===== config.mk =====
export PLATFORM = sky130hd
export DESIGN_NAME = sbfs_supervisor
export DESIGN_NICKNAME = d
export VERILOG_FILES = /design/src/design/sbfs_pkg.sv /design/src/design/sbfs_supervisor.sv /design/src/design/sbfs_filter.sv /design/src/design/sbfs_timer.sv
export VERILOG_INCLUDE_DIRS = /design/src /design/src/design
export SDC_FILE = /design/constraint.sdc
export NUM_CORES = 1
export LEC_CHECK = 0
export ABC_AREA = 0
export BUFFER_PORTS_ARGS = -buffer_cell sky130_fd_sc_hd__buf_2
export CAP_MARGIN = 30
export CORE_UTILIZATION = 35
export DETAILED_ROUTE_END_ITERATION = 8
export GPL_ROUTABILITY_DRIVEN = 0
export SYNTH_ARGS = -nofsm -noshare
export SYNTH_HDL_FRONTEND = slang
export SYNTH_HIERARCHICAL = 1
export SYNTH_SLANG_ARGS = --single-unit

===== constraint.sdc =====
create_clock -name pclk -period 5 [get_ports pclk]
set_clock_uncertainty 0.2 [all_clocks]
set_input_delay 1 -clock pclk [delete_from_list [all_inputs] [get_ports pclk]]
set_output_delay 1 -clock pclk [all_outputs]
set_load 0.02 [all_outputs]

===== src/design/sbfs_regs.svh =====
// register map, reset values and timing counts of the supply supervisor
`ifndef SBFS_REGS_SVH
`define SBFS_REGS_SVH
`define SBFS_CLK_MHZ 25
`define SBFS_ADDR_CTRL 12'h000
`define SBFS_ADDR_STATUS 12'h004
`define SBFS_ADDR_FAULT 12'h008
`define SBFS_CTRL_OVP_LATCH 0
`define SBFS_CTRL_OTP_LATCH 1
`define SBFS_CTRL_RST 2'h3
`define SBFS_FAULT_OVP 0
`define SBFS_FAULT_OTP 1
`define SBFS_ST_STATE_LSB 0
`define SBFS_ST_BULK_OK 4
`define SBFS_ST_PROT_EN 5
`define SBFS_ST_SOURCE 6
`define SBFS_ST_DRIVE 7
`define SBFS_ST_PRECONV 8
`define SBFS_ST_BLANK 9
`define SBFS_BULK_FILT_US 20
`define SBFS_OVP_FILT_US 40
`define SBFS_OTP_FILT_US 40
`define SBFS_OTP_BLANK_US 8000
`define SBFS_AUTOREC_US 1000000
`define SBFS_BULK_FILT_CYC (`SBFS_BULK_FILT_US * `SBFS_CLK_MHZ)
`define SBFS_OVP_FILT_CYC (`SBFS_OVP_FILT_US * `SBFS_CLK_MHZ)
`define SBFS_OTP_FILT_CYC (`SBFS_OTP_FILT_US * `SBFS_CLK_MHZ)
`define SBFS_OTP_BLANK_CYC (`SBFS_OTP_BLANK_US * `SBFS_CLK_MHZ)
`define SBFS_AUTOREC_CYC (`SBFS_AUTOREC_US * `SBFS_CLK_MHZ)
`endif


===== src/design/sbfs_pkg.sv =====
// types of the supply supervisor
package sbfs_pkg;
    typedef enum logic [2:0] {S_POR, S_RUN, S_SELF, S_OFF, S_AUTOREC, S_LATCH} sbfs_state_e;

    typedef struct packed {
        logic s1;
        logic s2;
        logic out;
        logic [15:0] cnt;
    } sbfs_filt_s;

    typedef struct packed {
        logic [31:0] cnt;
        logic done;
    } sbfs_tmr_s;

    typedef struct packed {
        sbfs_state_e st;
        logic charge;
        logic bulk_prev;
        logic tsd_prev;
        logic skip_prev;
        logic prot_en;
        logic [1:0] ctrl;
        logic [1:0] fault;
        logic src_en;
        logic sink_en;
        logic dis_en;
        logic drv_en;
        logic pfc_en;
        logic boost;
        logic blank_start;
        logic ar_start;
        logic pready;
        logic pslverr;
        logic [31:0] prdata;
    } sbfs_main_s;
endpackage


===== src/design/sbfs_supervisor.sv =====
// supply, brown-out and protection-window supervisor with apb registers
`timescale 1ns/1ps
`default_nettype none
`include "sbfs_regs.svh"
// Notes on behaviour
// startup source turns off once supply reaches start threshold.
// bulk_ok rise, recovery end, remote event, thermal end re-enable source.
// weak aux bias gives self-supply cycling, no drive while supply charges.
// off-mode and fault cycle the supply and give no drive at all.
// hysteresis sink on only while bulk_ok is low.
// bulk sense pin discharged while supply rises from reset to start.
// at start threshold sink turns on and discharge releases together.
// resonant stage switches only while bulk voltage is adequate.
// brown-out comparator filtered for bulk_filter_time before bulk_ok.
// preconverter bias removed in light load, off-mode and fault.
// operation only while protection pin sits inside no-fault window.
// leaving window longer than its filter time stops switching.
// trip latches or starts auto-recovery per option, recording the cause.
// overtemperature comparator ignored during startup blanking time.
// boosted bias current selected while filter capacitor charges.
// protection enabled on start, bulk_ok, restart, skip exit, remote on.
// protection bias off on low supply, bulk_ok fall, fault, skip, off.
// latched protection keeps supply cycling with no driver pulses.
// protection latch clears only when supply falls below reset level.
// filters and blanking restart on input change, act at full count.
module sbfs_supervisor #(
    parameter int unsigned BLANK_CYC = `SBFS_OTP_BLANK_CYC,
    parameter int unsigned AUTOREC_CYC = `SBFS_AUTOREC_CYC
) (
    input wire logic pclk,
    input wire logic presetn,
    input wire logic psel,
    input wire logic penable,
    input wire logic pwrite,
    input wire logic [11:0] paddr,
    input wire logic [31:0] pwdata,
    output logic [31:0] prdata,
    output logic pready,
    output logic pslverr,
    input wire logic supply_above_start,
    input wire logic supply_above_stop,
    input wire logic supply_above_reset,
    input wire logic bulk_cmp,
    input wire logic overvoltage_cmp,
    input wire logic overtemp_cmp,
    input wire logic skip_active,
    input wire logic remote_off,
    input wire logic remote_on,
    input wire logic thermal_shutdown,
    output logic startup_source_en,
    output logic hysteresis_sink_en,
    output logic bulk_discharge_en,
    output logic driver_enable,
    output logic preconverter_control_output,
    output logic thermistor_bias_en,
    output logic boosted_bias_sel
);
    import sbfs_pkg::*;

    localparam int NSYNC = 7;
    sbfs_main_s q, d;
    logic [NSYNC-1:0] raw_in;
    logic [NSYNC-1:0] syn_in;
    logic vcc_on, vcc_ok, vcc_live, skip_s, roff_s, ron_s, tsd_s;
    logic bulk_ok, ovp_f, otp_f, blank_run, ar_done, otp_seen, trip;
    logic apb_acc, wr_en;
    logic [31:0] rd_val;

    assign raw_in = {thermal_shutdown, remote_on, remote_off, skip_active,
                     supply_above_reset, supply_above_stop, supply_above_start};

    // two-flop synchronisers, each followed by a one-cycle output flop
    genvar gi;
    generate
        for (gi = 0; gi < NSYNC; gi = gi + 1) begin : g_sync
            sbfs_filter #(.LEN(1)) u_sync (
                .pclk(pclk),
                .presetn(presetn),
                .raw(raw_in[gi]),
                .filt(syn_in[gi])
            );
        end
    endgenerate

    assign vcc_on = syn_in[0];
    assign vcc_ok = syn_in[1];
    assign vcc_live = syn_in[2];
    assign skip_s = syn_in[3];
    assign roff_s = syn_in[4];
    assign ron_s = syn_in[5];
    assign tsd_s = syn_in[6];

    // bulk noise filter
    sbfs_filter #(.LEN(`SBFS_BULK_FILT_CYC)) u_bulk (
        .pclk(pclk),
        .presetn(presetn),
        .raw(bulk_cmp),
        .filt(bulk_ok)
    );

    // separate window filters
    sbfs_filter #(.LEN(`SBFS_OVP_FILT_CYC)) u_ovp (
        .pclk(pclk),
        .presetn(presetn),
        .raw(overvoltage_cmp),
        .filt(ovp_f)
    );

    sbfs_filter #(.LEN(`SBFS_OTP_FILT_CYC)) u_otp (
        .pclk(pclk),
        .presetn(presetn),
        .raw(overtemp_cmp),
        .filt(otp_f)
    );

    // startup blanking timer
    sbfs_timer u_blank (
        .pclk(pclk),
        .presetn(presetn),
        .start(q.blank_start),
        .len(32'(BLANK_CYC)),
        .running(blank_run),
        .done()
    );

    // auto-recovery timer
    sbfs_timer u_autorec (
        .pclk(pclk),
        .presetn(presetn),
        .start(q.ar_start),
        .len(32'(AUTOREC_CYC)),
        .running(),
        .done(ar_done)
    );

    // overtemperature masked while blanking
    assign otp_seen = otp_f && !blank_run;
    // window check
    assign trip = q.prot_en && (ovp_f || otp_seen);

    assign apb_acc = psel && penable && !q.pready;
    assign wr_en = psel && penable && q.pready && pwrite;

    always_comb begin
        rd_val = 32'h0000_0000;
        unique case (paddr)
            `SBFS_ADDR_CTRL: rd_val[1:0] = q.ctrl;
            `SBFS_ADDR_FAULT: rd_val[1:0] = q.fault;
            `SBFS_ADDR_STATUS: begin
                rd_val[`SBFS_ST_STATE_LSB +: 3] = q.st;
                rd_val[`SBFS_ST_BULK_OK] = bulk_ok;
                rd_val[`SBFS_ST_PROT_EN] = q.prot_en;
                rd_val[`SBFS_ST_SOURCE] = q.src_en;
                rd_val[`SBFS_ST_DRIVE] = q.drv_en;
                rd_val[`SBFS_ST_PRECONV] = q.pfc_en;
                rd_val[`SBFS_ST_BLANK] = blank_run;
            end
            default: rd_val = 32'h0000_0000;
        endcase
    end

    always_comb begin
        d = q;
        d.blank_start = 1'b0;
        d.ar_start = 1'b0;
        d.bulk_prev = bulk_ok;
        d.tsd_prev = tsd_s;
        d.skip_prev = skip_s;

        // apb: one wait cycle, then answer
        d.pready = apb_acc;
        if (apb_acc) begin
            d.prdata = rd_val;
            d.pslverr = (paddr != `SBFS_ADDR_CTRL) && (paddr != `SBFS_ADDR_STATUS) &&
                        (paddr != `SBFS_ADDR_FAULT);
        end else begin
            d.prdata = 32'h0000_0000;
            d.pslverr = 1'b0;
        end
        if (wr_en && paddr == `SBFS_ADDR_CTRL) begin
            d.ctrl = pwdata[1:0];
        end
        if (wr_en && paddr == `SBFS_ADDR_FAULT) begin
            d.fault = q.fault & ~pwdata[1:0];
        end

        if (!vcc_live) begin
            // only a full supply collapse leaves the latch
            d.st = S_POR;
            d.charge = 1'b1;
            d.prot_en = 1'b0;
        end else begin
            unique case (q.st)
                S_POR: begin
                    d.charge = 1'b1;
                    // first rise to start
                    if (vcc_on) begin
                        d.st = S_RUN;
                        d.charge = 1'b0;
                        d.prot_en = 1'b1;
                        d.blank_start = 1'b1;
                    end
                end
                S_RUN: begin
                    // aux winding takes over
                    if (vcc_on) begin
                        d.charge = 1'b0;
                    end
                    if (!vcc_ok) begin
                        // fall into self-supply cycling
                        d.st = S_SELF;
                        d.charge = 1'b1;
                        // supply below stop
                        d.prot_en = 1'b0;
                    end else if (roff_s) begin
                        // off-mode entry
                        d.st = S_OFF;
                        d.prot_en = 1'b0;
                    end else if (trip) begin
                        // record cause, pick latch or timer
                        d.prot_en = 1'b0;
                        if (ovp_f) begin
                            d.fault[`SBFS_FAULT_OVP] = 1'b1;
                        end
                        if (otp_seen) begin
                            d.fault[`SBFS_FAULT_OTP] = 1'b1;
                        end
                        if ((ovp_f && q.ctrl[`SBFS_CTRL_OVP_LATCH]) ||
                            (otp_seen && q.ctrl[`SBFS_CTRL_OTP_LATCH])) begin
                            d.st = S_LATCH;
                        end else begin
                            d.st = S_AUTOREC;
                            d.ar_start = 1'b1;
                        end
                    end else begin
                        // skip entry and bulk_ok fall
                        if ((skip_s && !q.skip_prev) || (!bulk_ok && q.bulk_prev)) begin
                            d.prot_en = 1'b0;
                        end
                        // skip exit and bulk_ok received
                        if ((!skip_s && q.skip_prev) || (bulk_ok && !q.bulk_prev)) begin
                            d.prot_en = 1'b1;
                            d.blank_start = 1'b1;
                        end
                    end
                end
                S_SELF: begin
                    // back to run at start threshold
                    if (vcc_on) begin
                        d.st = S_RUN;
                        d.charge = 1'b0;
                        d.prot_en = 1'b1;
                        d.blank_start = 1'b1;
                    end
                end
                S_OFF: begin
                    // remote event restarts charging
                    if (ron_s) begin
                        d.st = S_SELF;
                        d.charge = 1'b1;
                    end
                end
                S_AUTOREC: begin
                    // recovery timer end restarts charging
                    if (ar_done) begin
                        d.st = S_SELF;
                        d.charge = 1'b1;
                    end
                end
                S_LATCH: begin
                    d.st = S_LATCH;
                end
                default: d.st = S_POR;
            endcase

            // cycling between thresholds while parked
            // latch keeps cycling
            if (q.st == S_OFF || q.st == S_AUTOREC || q.st == S_LATCH) begin
                if (!vcc_ok) begin
                    d.charge = 1'b1;
                end else if (vcc_on) begin
                    d.charge = 1'b0;
                end
            end
            // bulk_ok rise and thermal end
            if ((bulk_ok && !q.bulk_prev) || (!tsd_s && q.tsd_prev)) begin
                d.charge = 1'b1;
            end
        end

        d.src_en = d.charge && !tsd_s;
        // sink on while bulk low
        // sink and discharge switch flip at start
        d.sink_en = !bulk_ok && (d.st != S_POR);
        // discharge during startup ramp
        d.dis_en = (d.st == S_POR);
        // drive only with bulk_ok and in window
        // no pulses while parked or charging
        d.drv_en = (d.st == S_RUN) && bulk_ok && !skip_s && !ovp_f && !otp_seen && !d.charge && d.prot_en;
        // preconverter bias off at light load, off, fault
        d.pfc_en = (d.st == S_RUN) && !skip_s;
        // boost while filter cap charges
        d.boost = d.prot_en && (blank_run || d.blank_start);
    end

    always_ff @(posedge pclk or negedge presetn) begin
        if (!presetn) begin
            q <= '0;
            q.st <= S_POR;
            q.charge <= 1'b1;
            q.src_en <= 1'b1;
            q.dis_en <= 1'b1;
            q.ctrl <= `SBFS_CTRL_RST;
        end else begin
            q <= d;
        end
    end

    assign prdata = q.prdata;
    assign pready = q.pready;
    assign pslverr = q.pslverr;
    assign startup_source_en = q.src_en;
    assign hysteresis_sink_en = q.sink_en;
    assign bulk_discharge_en = q.dis_en;
    assign driver_enable = q.drv_en;
    assign preconverter_control_output = q.pfc_en;
    assign thermistor_bias_en = q.prot_en;
    assign boosted_bias_sel = q.boost;
endmodule // sbfs_supervisor
`default_nettype wire


===== src/design/sbfs_filter.sv =====
// two-flop synchroniser followed by a restartable glitch filter
`timescale 1ns/1ps
`default_nettype none
module sbfs_filter #(
    parameter int unsigned LEN = 1
) (
    input wire logic pclk,
    input wire logic presetn,
    input wire logic raw,
    output logic filt
);
    import sbfs_pkg::*;
    localparam logic [15:0] LIM = 16'(LEN - 1);
    sbfs_filt_s q, d;

    always_comb begin
        d = q;
        d.s1 = raw;
        d.s2 = q.s1;
        // restart on change
        if (q.s2 == q.out) begin
            d.cnt = 16'h0000;
        end else if (q.cnt >= LIM) begin
            d.out = q.s2;
            d.cnt = 16'h0000;
        end else begin
            d.cnt = q.cnt + 16'h0001;
        end
    end

    always_ff @(posedge pclk or negedge presetn) begin
        if (!presetn) begin
            q <= '0;
        end else begin
            q <= d;
        end
    end

    assign filt = q.out;
endmodule // sbfs_filter
`default_nettype wire


===== src/design/sbfs_timer.sv =====
// one-shot down counter with running level and end pulse
`timescale 1ns/1ps
`default_nettype none
module sbfs_timer (
    input wire logic pclk,
    input wire logic presetn,
    input wire logic start,
    input wire logic [31:0] len,
    output logic running,
    output logic done
);
    import sbfs_pkg::*;
    sbfs_tmr_s q, d;

    always_comb begin
        d = q;
        d.done = 1'b0;
        if (start) begin
            d.cnt = len;
        end else if (q.cnt != 32'h0000_0000) begin
            d.cnt = q.cnt - 32'h0000_0001;
            d.done = (q.cnt == 32'h0000_0001);
        end
    end

    always_ff @(posedge pclk or negedge presetn) begin
        if (!presetn) begin
            q <= '0;
        end else begin
            q <= d;
        end
    end

    assign running = (q.cnt != 32'h0000_0000);
    assign done = q.done;
endmodule // sbfs_timer
`default_nettype wire


==> impl_metrics.yaml, run 1 <==
cts:
  cts_max_path_buffers: 2
  htree_levels: 4
  insertion_delay_ns: 0.43
  holdBufCountCts: 0
  cts_resized: 0
  cts_root_buf: "clkbuf_16"
  cts_buffers: 17
  cts.clk_slew.worst_paths_ns: 0.07
  cts_tree: "yes"
  postCtsSetupBuffers: 0
  cts_sinks: 174
synthesis:
  synthCells: 812
  synth.cell_area_sq_mm: 0.008582
  yosys_warnings: 6
  syn_area_per_cell_sq_um: 10.57
sta:
  report.final.slew_viol_count: 0
  finalSetupViolCount: 0
  hold_slack_ns: 0.1459
  finalSetupTns_ns: 0
  fin_crit_sh_pct: 66.80
  max_freq_ghz: 0.2994
  tightest_slew_ns: 0.8651
  rsz0062_at_grt: "no"
  worst_slack_ns: 1.660
  slew_headroom_pct: 42.32
  hold_viol_final: 0
  timing.final.crit_period_ns: 3.340
critical_path:
  start_kind: "register"
  arrival_ns: 3.50
  path_max_fanout: 8
  worstPathRequired_ns: 5.16
  crit_type: "reg -> reg"
  cp-end-kind: "register"
status:
  run_status: "completed"
global_route:
  grt_pass1_vias: 5654
  grt_use_total_pct: 14.05
  grt_pass1_wl_mm: 27.59
  grt_max_degree: 96
  antenna_found_initial: 0
  overflow: 0
die:
  die_y_um: 158.6
  coreArea_sq_mm: 0.02375
  fp-row-count: 56
  die_area_sq_mm: 0.02515
  start_util_pct: 36.13
  die_x_um: 158.6
  ios: 100
detailed_routing:
  routedWlPerCell_um: 12.88
  vias_per_cell: 4.669
  dr.pass1.iters: 4
  vias: 5836
  routed_wl_mm: 16.10
  drc: 0
  drt_iter0_drc: 298
  antenna_left: 0
finish:
  final_util_pct: 41.64
  diodes: 0
  fin_nets: 983
  areaGrowthSynthToFinish_pct: 15.25
  drive_gt1_share_pct: 15.90
hold_path:
  hold_class: "reg -> reg"
power_and_ir_drop:
  power_density_mw_per_mm2: 379.0
  peakVddDrop_mv: 0.2299
  p_leak_uw: 0.004113
flow_run:
  cap_violations: 0
placed_design:
  place_hpwl_mm: 10.77
  pre_cts_slack_ns: 1.678
  io_buffers: 46
[cells in the final DEF, fill, tap and decap left out, drive strengths merged, types with 10 or more instances in the layout]
master    n
a21oi    18
dfrtp   169
and3     11
xor2     19
nor3     33
o21ai    26
nand4    11
mux2     11
nand3    20
nand2    73
nand2b   10
or4      13
nor2     75
nor2b    12
or2      10
inv      32
xnor2    45
o31ai    34
conb    106
clkbuf   18
buf      50
nor4     31
[registers in the layout (all words and copies together) (netlist names), 7 cells and up]
name	cells
u_bulk/q	17
g_sync.u_sync/d	7
g_sync.u_sync/filt	7
g_sync.u_sync/q	7
q	13
prdata	9
u_otp/q	17
u_ovp/q	17
u_autorec/q	32
u_blank/q	32
[through the flow]
stage	instance area [sq um]	total power [uW]	cells
6_report	9891	3749	1250
5_1_grt	9891	3948	1250
4_1_cts	9891	3788	1250
3_5_place_dp	9259	2358	1218
3_3_place_gp	9259	2341	1218
2_1_floorplan	8961	2207	913
[critical path: stages (launching register included)]
cell and delay [ns]:
dfrtp_1 0.41, inv_1 0.11, ha_1 0.18, nor3b_2 0.55, nand4_4 0.27, nor3_4 0.31
inv_1 0.12, nand2b_1 0.21, a31oi_1 0.19, a31oi_1 0.11, a31oi_1 0.42, and2_1 0.20
[routing by layer]
metal	wire length (um)	global-route usage, %
met4	160	3.984
met2	7406	21.83
met1	7910	19.34
met3	623	3.511
met5	0	0
[layout make-up]
cell class | instances | area, sq um
Fill cell | 2259 | 13860
Sequential cell | 174 | 4362
Multi-Input combinational cell | 652 | 4133
Clock buffer | 18 | 439.2
Tap cell | 319 | 399.1
Timing Repair Buffer | 50 | 279.0
Clock inverter | 14 | 192.7
Inverter | 23 | 86.33
[final timing paths]
check / slack [ns] / to / depth (start not counted) / startpoint
setup / recovery: 1.66 / bulk_discharge_en / 11 / u_blank/q[1]
hold / removal: 0.15 / u_ovp/q[17] / 0 / u_ovp/d[17]
setup reg to reg: 1.66 / bulk_discharge_en / 11 / u_blank/q[1]
hold reg to reg: 0.15 / u_ovp/q[17] / 0 / u_ovp/d[17]
max in group asynchronous: 3.18 / bulk_discharge_en / 2 / presetn
min in group asynchronous: 0.44 / u_ovp/q[4] / 1 / presetn
[power by group]
| part | internal (uW) | switching [uW] |
|---|---|---|
| clock | 821 | 592 |
| sequential | 1570 | 209 |
| combinational | 251 | 303 |
Power figures use the tool's default switching activity.
==> run 2, diff against run 1 <==
Clock period 5 ns to 3.5 ns, I/O delays scaled along.
==> run 2 against run 1 <==
  * Combinational power rose by 49%
  * Hold slack got worse by 0.10 ns
  * Die area is the same
  * Worst setup slack got worse by 1.1 ns
  * Critical path depth down 6
  * Utilization is 0.16 points higher
  * Critical endpoint is now u_autorec/q[32]
  * Maximum frequency is 12% higher
  * Flip-flop and latch count unchanged
==> impl_metrics.yaml, run 2 (synthesis gave the netlist of run 1 again) <==
status:
  run_status: "completed"
detailed_routing:
  drc: 0
  dr.pass1.iters: 4
  routedWlPerCell_um: 12.57
  routed_wl_mm: 15.85
  antenna_left: 0
  vias: 5865
  drt_iter0_drc: 344
  vias_per_cell: 4.651
power_and_ir_drop:
  p_leak_uw: 0.004133
  power_density_mw_per_mm2: 524.8
  peakVddDrop_mv: 0.3509
placed_design:
  io_buffers: 46
  place_hpwl_mm: 10.74
  place_area_sq_mm: 0.009354
finish:
  diodes: 0
  final_common_cell: "dfrtp_1"
  final_cell_area_sq_mm: 0.009930
  drive_gt1_share_pct: 16.88
  fin_nets: 994
  areaGrowthSynthToFinish_pct: 15.70
  top_regs: "u_autorec/q: 32 flops, u_blank/q: 32 flops"
  layout_common_cells: "168 x dfrtp_1, 106 x conb_1, 75 x nor2_1"
sta:
  slew_headroom_pct: 46.60
  rsz0062_at_grt: "no"
  fin_crit_sh_pct: 84.94
  hold_slack_ns: 0.04125
  max_freq_ghz: 0.3364
  hold_viol_final: 0
  timing.final.crit_period_ns: 2.973
  tightest_slew_ns: 0.7937
  finalSetupTns_ns: 0
  report.final.slew_viol_count: 0
  finalSetupViolCount: 0
die:
  die_area_sq_mm: 0.02515
  start_util_pct: 36.13
  coreArea_sq_mm: 0.02375
  fp-row-count: 56
  ios: 100
  die_y_um: 158.6
  die_x_um: 158.6
global_route:
  overflow: 0
  grt_use_total_pct: 13.90
  grt_pass1_wl_mm: 27.64
  grt_max_degree: 110
  antenna_found_initial: 0
  grt_pass1_vias: 5660
cts:
  postCtsSetupBuffers: 0
  cts_resized: 0
  cts_tree: "yes"
  insertion_delay_ns: 0.43
  holdBufCountCts: 0
  cts_sinks: 174
  cts_root_buf: "clkbuf_16"
  htree_levels: 4
  cts_max_path_buffers: 2
  cts.clk_slew.worst_paths_ns: 0.07
  cts_buffers: 17
critical_path:
  worstPathRequired_ns: 3.61
  crit_type: "reg -> reg"
  arrival_ns: 3.09
  rrSetupSlack_ns: 0.53
  start_kind: "register"
  path_max_fanout: 7
  cp-end-kind: "register"
hold_path:
  hold_class: "in -> async"
flow_run:
  cap_violations: 0
## run 2: changes by cell type in the layout (fill, tap and decap cells not counted)
cell        delta
clkinvlp_4     +4
clkinv_2       +1
inv_6          -4
buf_4         +10
buf_12         +1
bufinv_16      -2
inv_8          -2
clkinv_4       +3
## run 2: power breakdown
part / internal, uW / total, uW / switching, uW / leakage [uW]
clock network: 1010 / 1830 / 824 / 0.000267
registers: 2250 / 2550 / 304 / 0.00214
logic: 387 / 825 / 437 / 0.00173
## run 2: metrics by stage
| stage | util (%) | total power (uW) | setup WS, ns | instances |
|---|---|---|---|---|
| 6_report | 41.80 | 5211 | 0.5271 | 1261 |
| 5_1_grt | 41.80 | 5492 | 0.2785 | 1261 |
| 4_1_cts | 41.80 | 5271 | 0.4867 | 1261 |
| 3_5_place_dp | 39.38 | 3409 | 0.5015 | 1229 |
| 3_3_place_gp | 39.38 | 3383 | 0.5384 | 1229 |
| 2_1_floorplan | - | 3154 | 0.3329 | 913 |
## run 2: worst max-delay path, cell delays in order (launching register included)
cell	delay, ns
dfrtp_1	0.44
or4_4	0.60
or4_1	0.72
nor4_4	0.55
nor2_1	0.07
mux2_4	0.27
## run 2: routing by layer
metal	vias to the layer above	wire length (um)	GRT usage, %
li1	2968	-	-
met1	2803	7880	19.35
met2	83	7242	21.62
met3	11	574	2.803
met4	0	148	4.396
met5	-	0	0
## run 2: worst paths after layout
path / endpoint / depth (start not counted) / startpoint
max in group asynchronous: g_sync[3].u_sync/d[17] / 2 / presetn
hold reg to reg: g_sync[6].u_sync/filt / 0 / g_sync[6].u_sync/q[17]
min in group pclk: g_sync[6].u_sync/filt / 0 / g_sync[6].u_sync/q[17]
setup / recovery: u_autorec/q[32] / 5 / u_autorec/q[17]
hold / removal: u_ovp/q[4] / 2 / presetn
setup reg to reg: u_autorec/q[32] / 5 / u_autorec/q[17]
## run 2: area by class of cell
type	instances	area (sq um)
clock inverters	14	136.4
multi-input cells	652	4133
fillers	2283	13820
well taps	319	399.1
clock buffers	18	439.2
inverters	23	86.33
repair buffers	61	374.1
flip-flops and latches	174	4362
==> run 3, diff against run 2 <==
Clock period 3.5 ns to 2.9 ns, I/O delays scaled along.
==> run 3 against run 2 <==
  * Utilization rose by 0.61 points
  * Count of clock-buffer cells in the layout fell by 1
  * Critical path depth increased by 4
  * Non-clock buffer count up 12
  * Hold slack improved by 0.010 ns
  * Via count rose by 0.48%
  * Routed wire length grew 1.6%
  * First-iteration DRC count fell by 34%
  * Register-to-register slack worse by 0.36 ns
  * Final cell count increased by 0.95%
  * Critical path type unchanged
  * Highest routed layer unchanged
==> impl_metrics.yaml, run 3 (synthesis gave the netlist of run 1 again) <==
finish:
  fin_nets: 1006
  layout_common_cells: "168 x dfrtp_1, 106 x conb_1, 75 x nor2_1"
  final_util_pct: 42.41
  top_regs: "u_autorec/q: 32 flops, u_blank/q: 32 flops"
  final_cell_area_sq_mm: 0.01007
  diodes: 0
  drive_gt1_share_pct: 18.13
  areaGrowthSynthToFinish_pct: 17.39
  final_common_cell: "dfrtp_1"
  fillers: 2267
critical_path:
  cpMaxStageDelayCell: "or4_4"
  cp-end-kind: "register"
  worstPathRequired_ns: 3.07
  reg2reg_from: "u_blank/q[25]"
  rrSetupSlack_ns: 0.17
  endpoint: "bulk_discharge_en"
  cpMostUsedCell: "a31oi_1"
  start_kind: "register"
  cp_cell_sequence: "or4_4, nand4b_4, nor3_4, inv_1, nand2b_1, a31oi_1, a31oi_1, a31oi_2, and2_1"
  r2r-end: "bulk_discharge_en"
  cp_top_family: "simple AND/OR/NAND/NOR gates"
  crit_type: "reg -> reg"
  worst-path-stages: 9
  crit_start: "u_blank/q[25]"
  slowest_delay_ns: 0.55
  r2r_cells: 9
  path_max_fanout: 5
  path_buf_inv: 1
  arrival_ns: 2.90
die:
  coreArea_sq_mm: 0.02375
  ios: 100
  die_x_um: 158.6
  start_util_pct: 36.13
  die_y_um: 158.6
  fp-row-count: 56
  die_area_sq_mm: 0.02515
power_and_ir_drop:
  combPwrFrac_pct: 16.0
  switchingPower_uw: 1981
  power_density_mw_per_mm2: 638.5
  p_int_uw: 4452
  p_leak_uw: 0.004227
  peakVddDrop_mv: 0.4037
  p_clk_share_pct: 36.2
  seqPwrFrac_pct: 47.8
  p_sw_share_pct: 30.79
sta:
  finalSetupViolCount: 0
  timing.final.crit_period_ns: 2.731
  finalSetupTns_ns: 0
  hold_viol_final: 0
  rsz0062_at_grt: "no"
  tightest_slew_ns: 0.7492
  report.final.slew_viol_count: 0
  max_freq_ghz: 0.3661
  fin_crit_sh_pct: 94.18
  slew_headroom_pct: 50.05
placed_design:
  place_area_sq_mm: 0.009440
  io_buffers: 46
  place_hpwl_mm: 11.00
detailed_routing:
  routedWlPerCell_um: 12.65
  routed_wl_mm: 16.10
  drt_iter0_drc: 228
  drc: 0
  antenna_left: 0
  vias_per_cell: 4.629
  dr.pass1.iters: 5
  vias: 5893
global_route:
  grt_pass1_wl_mm: 27.36
  grt_use_total_pct: 13.88
  overflow: 0
  antenna_found_initial: 0
  grt_pass1_vias: 5620
  grt_max_degree: 60
cts:
  htree_levels: 4
  cts_buffers: 17
  cts_max_path_buffers: 2
  cts_sinks: 174
  cts_tree: "yes"
  cts_resized: 0
  cts.clk_slew.worst_paths_ns: 0.07
  cts_root_buf: "clkbuf_16"
  insertion_delay_ns: 0.43
hold_path:
  hold_class: "in -> reg"
status:
  run_status: "completed"
flow_run:
  cap_violations: 0
==> run 3: area by class of cell <==
class	instances	area (sq um)	area share, %
multi-input cells	652	4151	41.21
clock buffers	17	425.4	4.223
inverters	23	86.33	0.8569
well taps	319	399.1	3.962
clock inverters	15	183.9	1.826
flip-flops and latches	174	4362	43.29
repair buffers	73	466.7	4.632
==> run 3: routing by layer <==
layer / track usage [%] / vias up / routed length, um
li1: - / 2995 / -
met1: 18.70 / 2813 / 7946
met2: 22.28 / 74 / 7506
met3: 3.048 / 11 / 496
met4: 4.075 / 0 / 153
met5: 0 / - / 0
==> run 3: power groups by stage <==
stage	Sequential, uW	Clock, uW	Combinational (uW)
after detailed placement	3120	0	1030
after global placement	3110	0	1000
after CTS	3080	2410	1030
after floorplan	3040	0	777
final	3080	2330	1030
after global routing	3130	2500	1160
==> run 3: worst min path at each step <==
| stage | from | end | slack, ns | depth (start not counted) |
|---|---|---|---|---|
| after floorplan | presetn | boosted_bias_sel | 0.08 | 0 |
| after global routing | thermal_shutdown | g_sync[6].u_sync/d[17] | 0.02 | 1 |
| after global placement | g_sync[3].u_sync/q[17] | g_sync[3].u_sync/filt | 0.13 | 0 |
| after detailed placement | g_sync[1].u_sync/d[17] | g_sync[1].u_sync/q[17] | 0.13 | 0 |
| final | supply_above_reset | g_sync[2].u_sync/d[17] | 0.05 | 1 |
| after CTS | supply_above_start | g_sync[0].u_sync/d[17] | 0.03 | 1 |
==> run 3: timing repair <==
action / CTS / global route
hold buffers: 1 / 0
setup endpoints to repair: 0 / 6
setup buffers: 0 / 2
endpoints found under the hold margin: 42 / 0
==> run 3: stage by stage <==
stage	hold WS [ns]	std cells	power, uW	worst slack (ns)
4_1_cts	0.03086	1271	6525	0.07348
5_1_grt	0.02318	1273	6786	0.01390
3_5_place_dp	0.1347	1238	4144	0.08330
3_3_place_gp	0.1343	1238	4117	0.1265
6_report	0.05151	1273	6433	0.1688
2_1_floorplan	0.08441	913	3820	0.03990
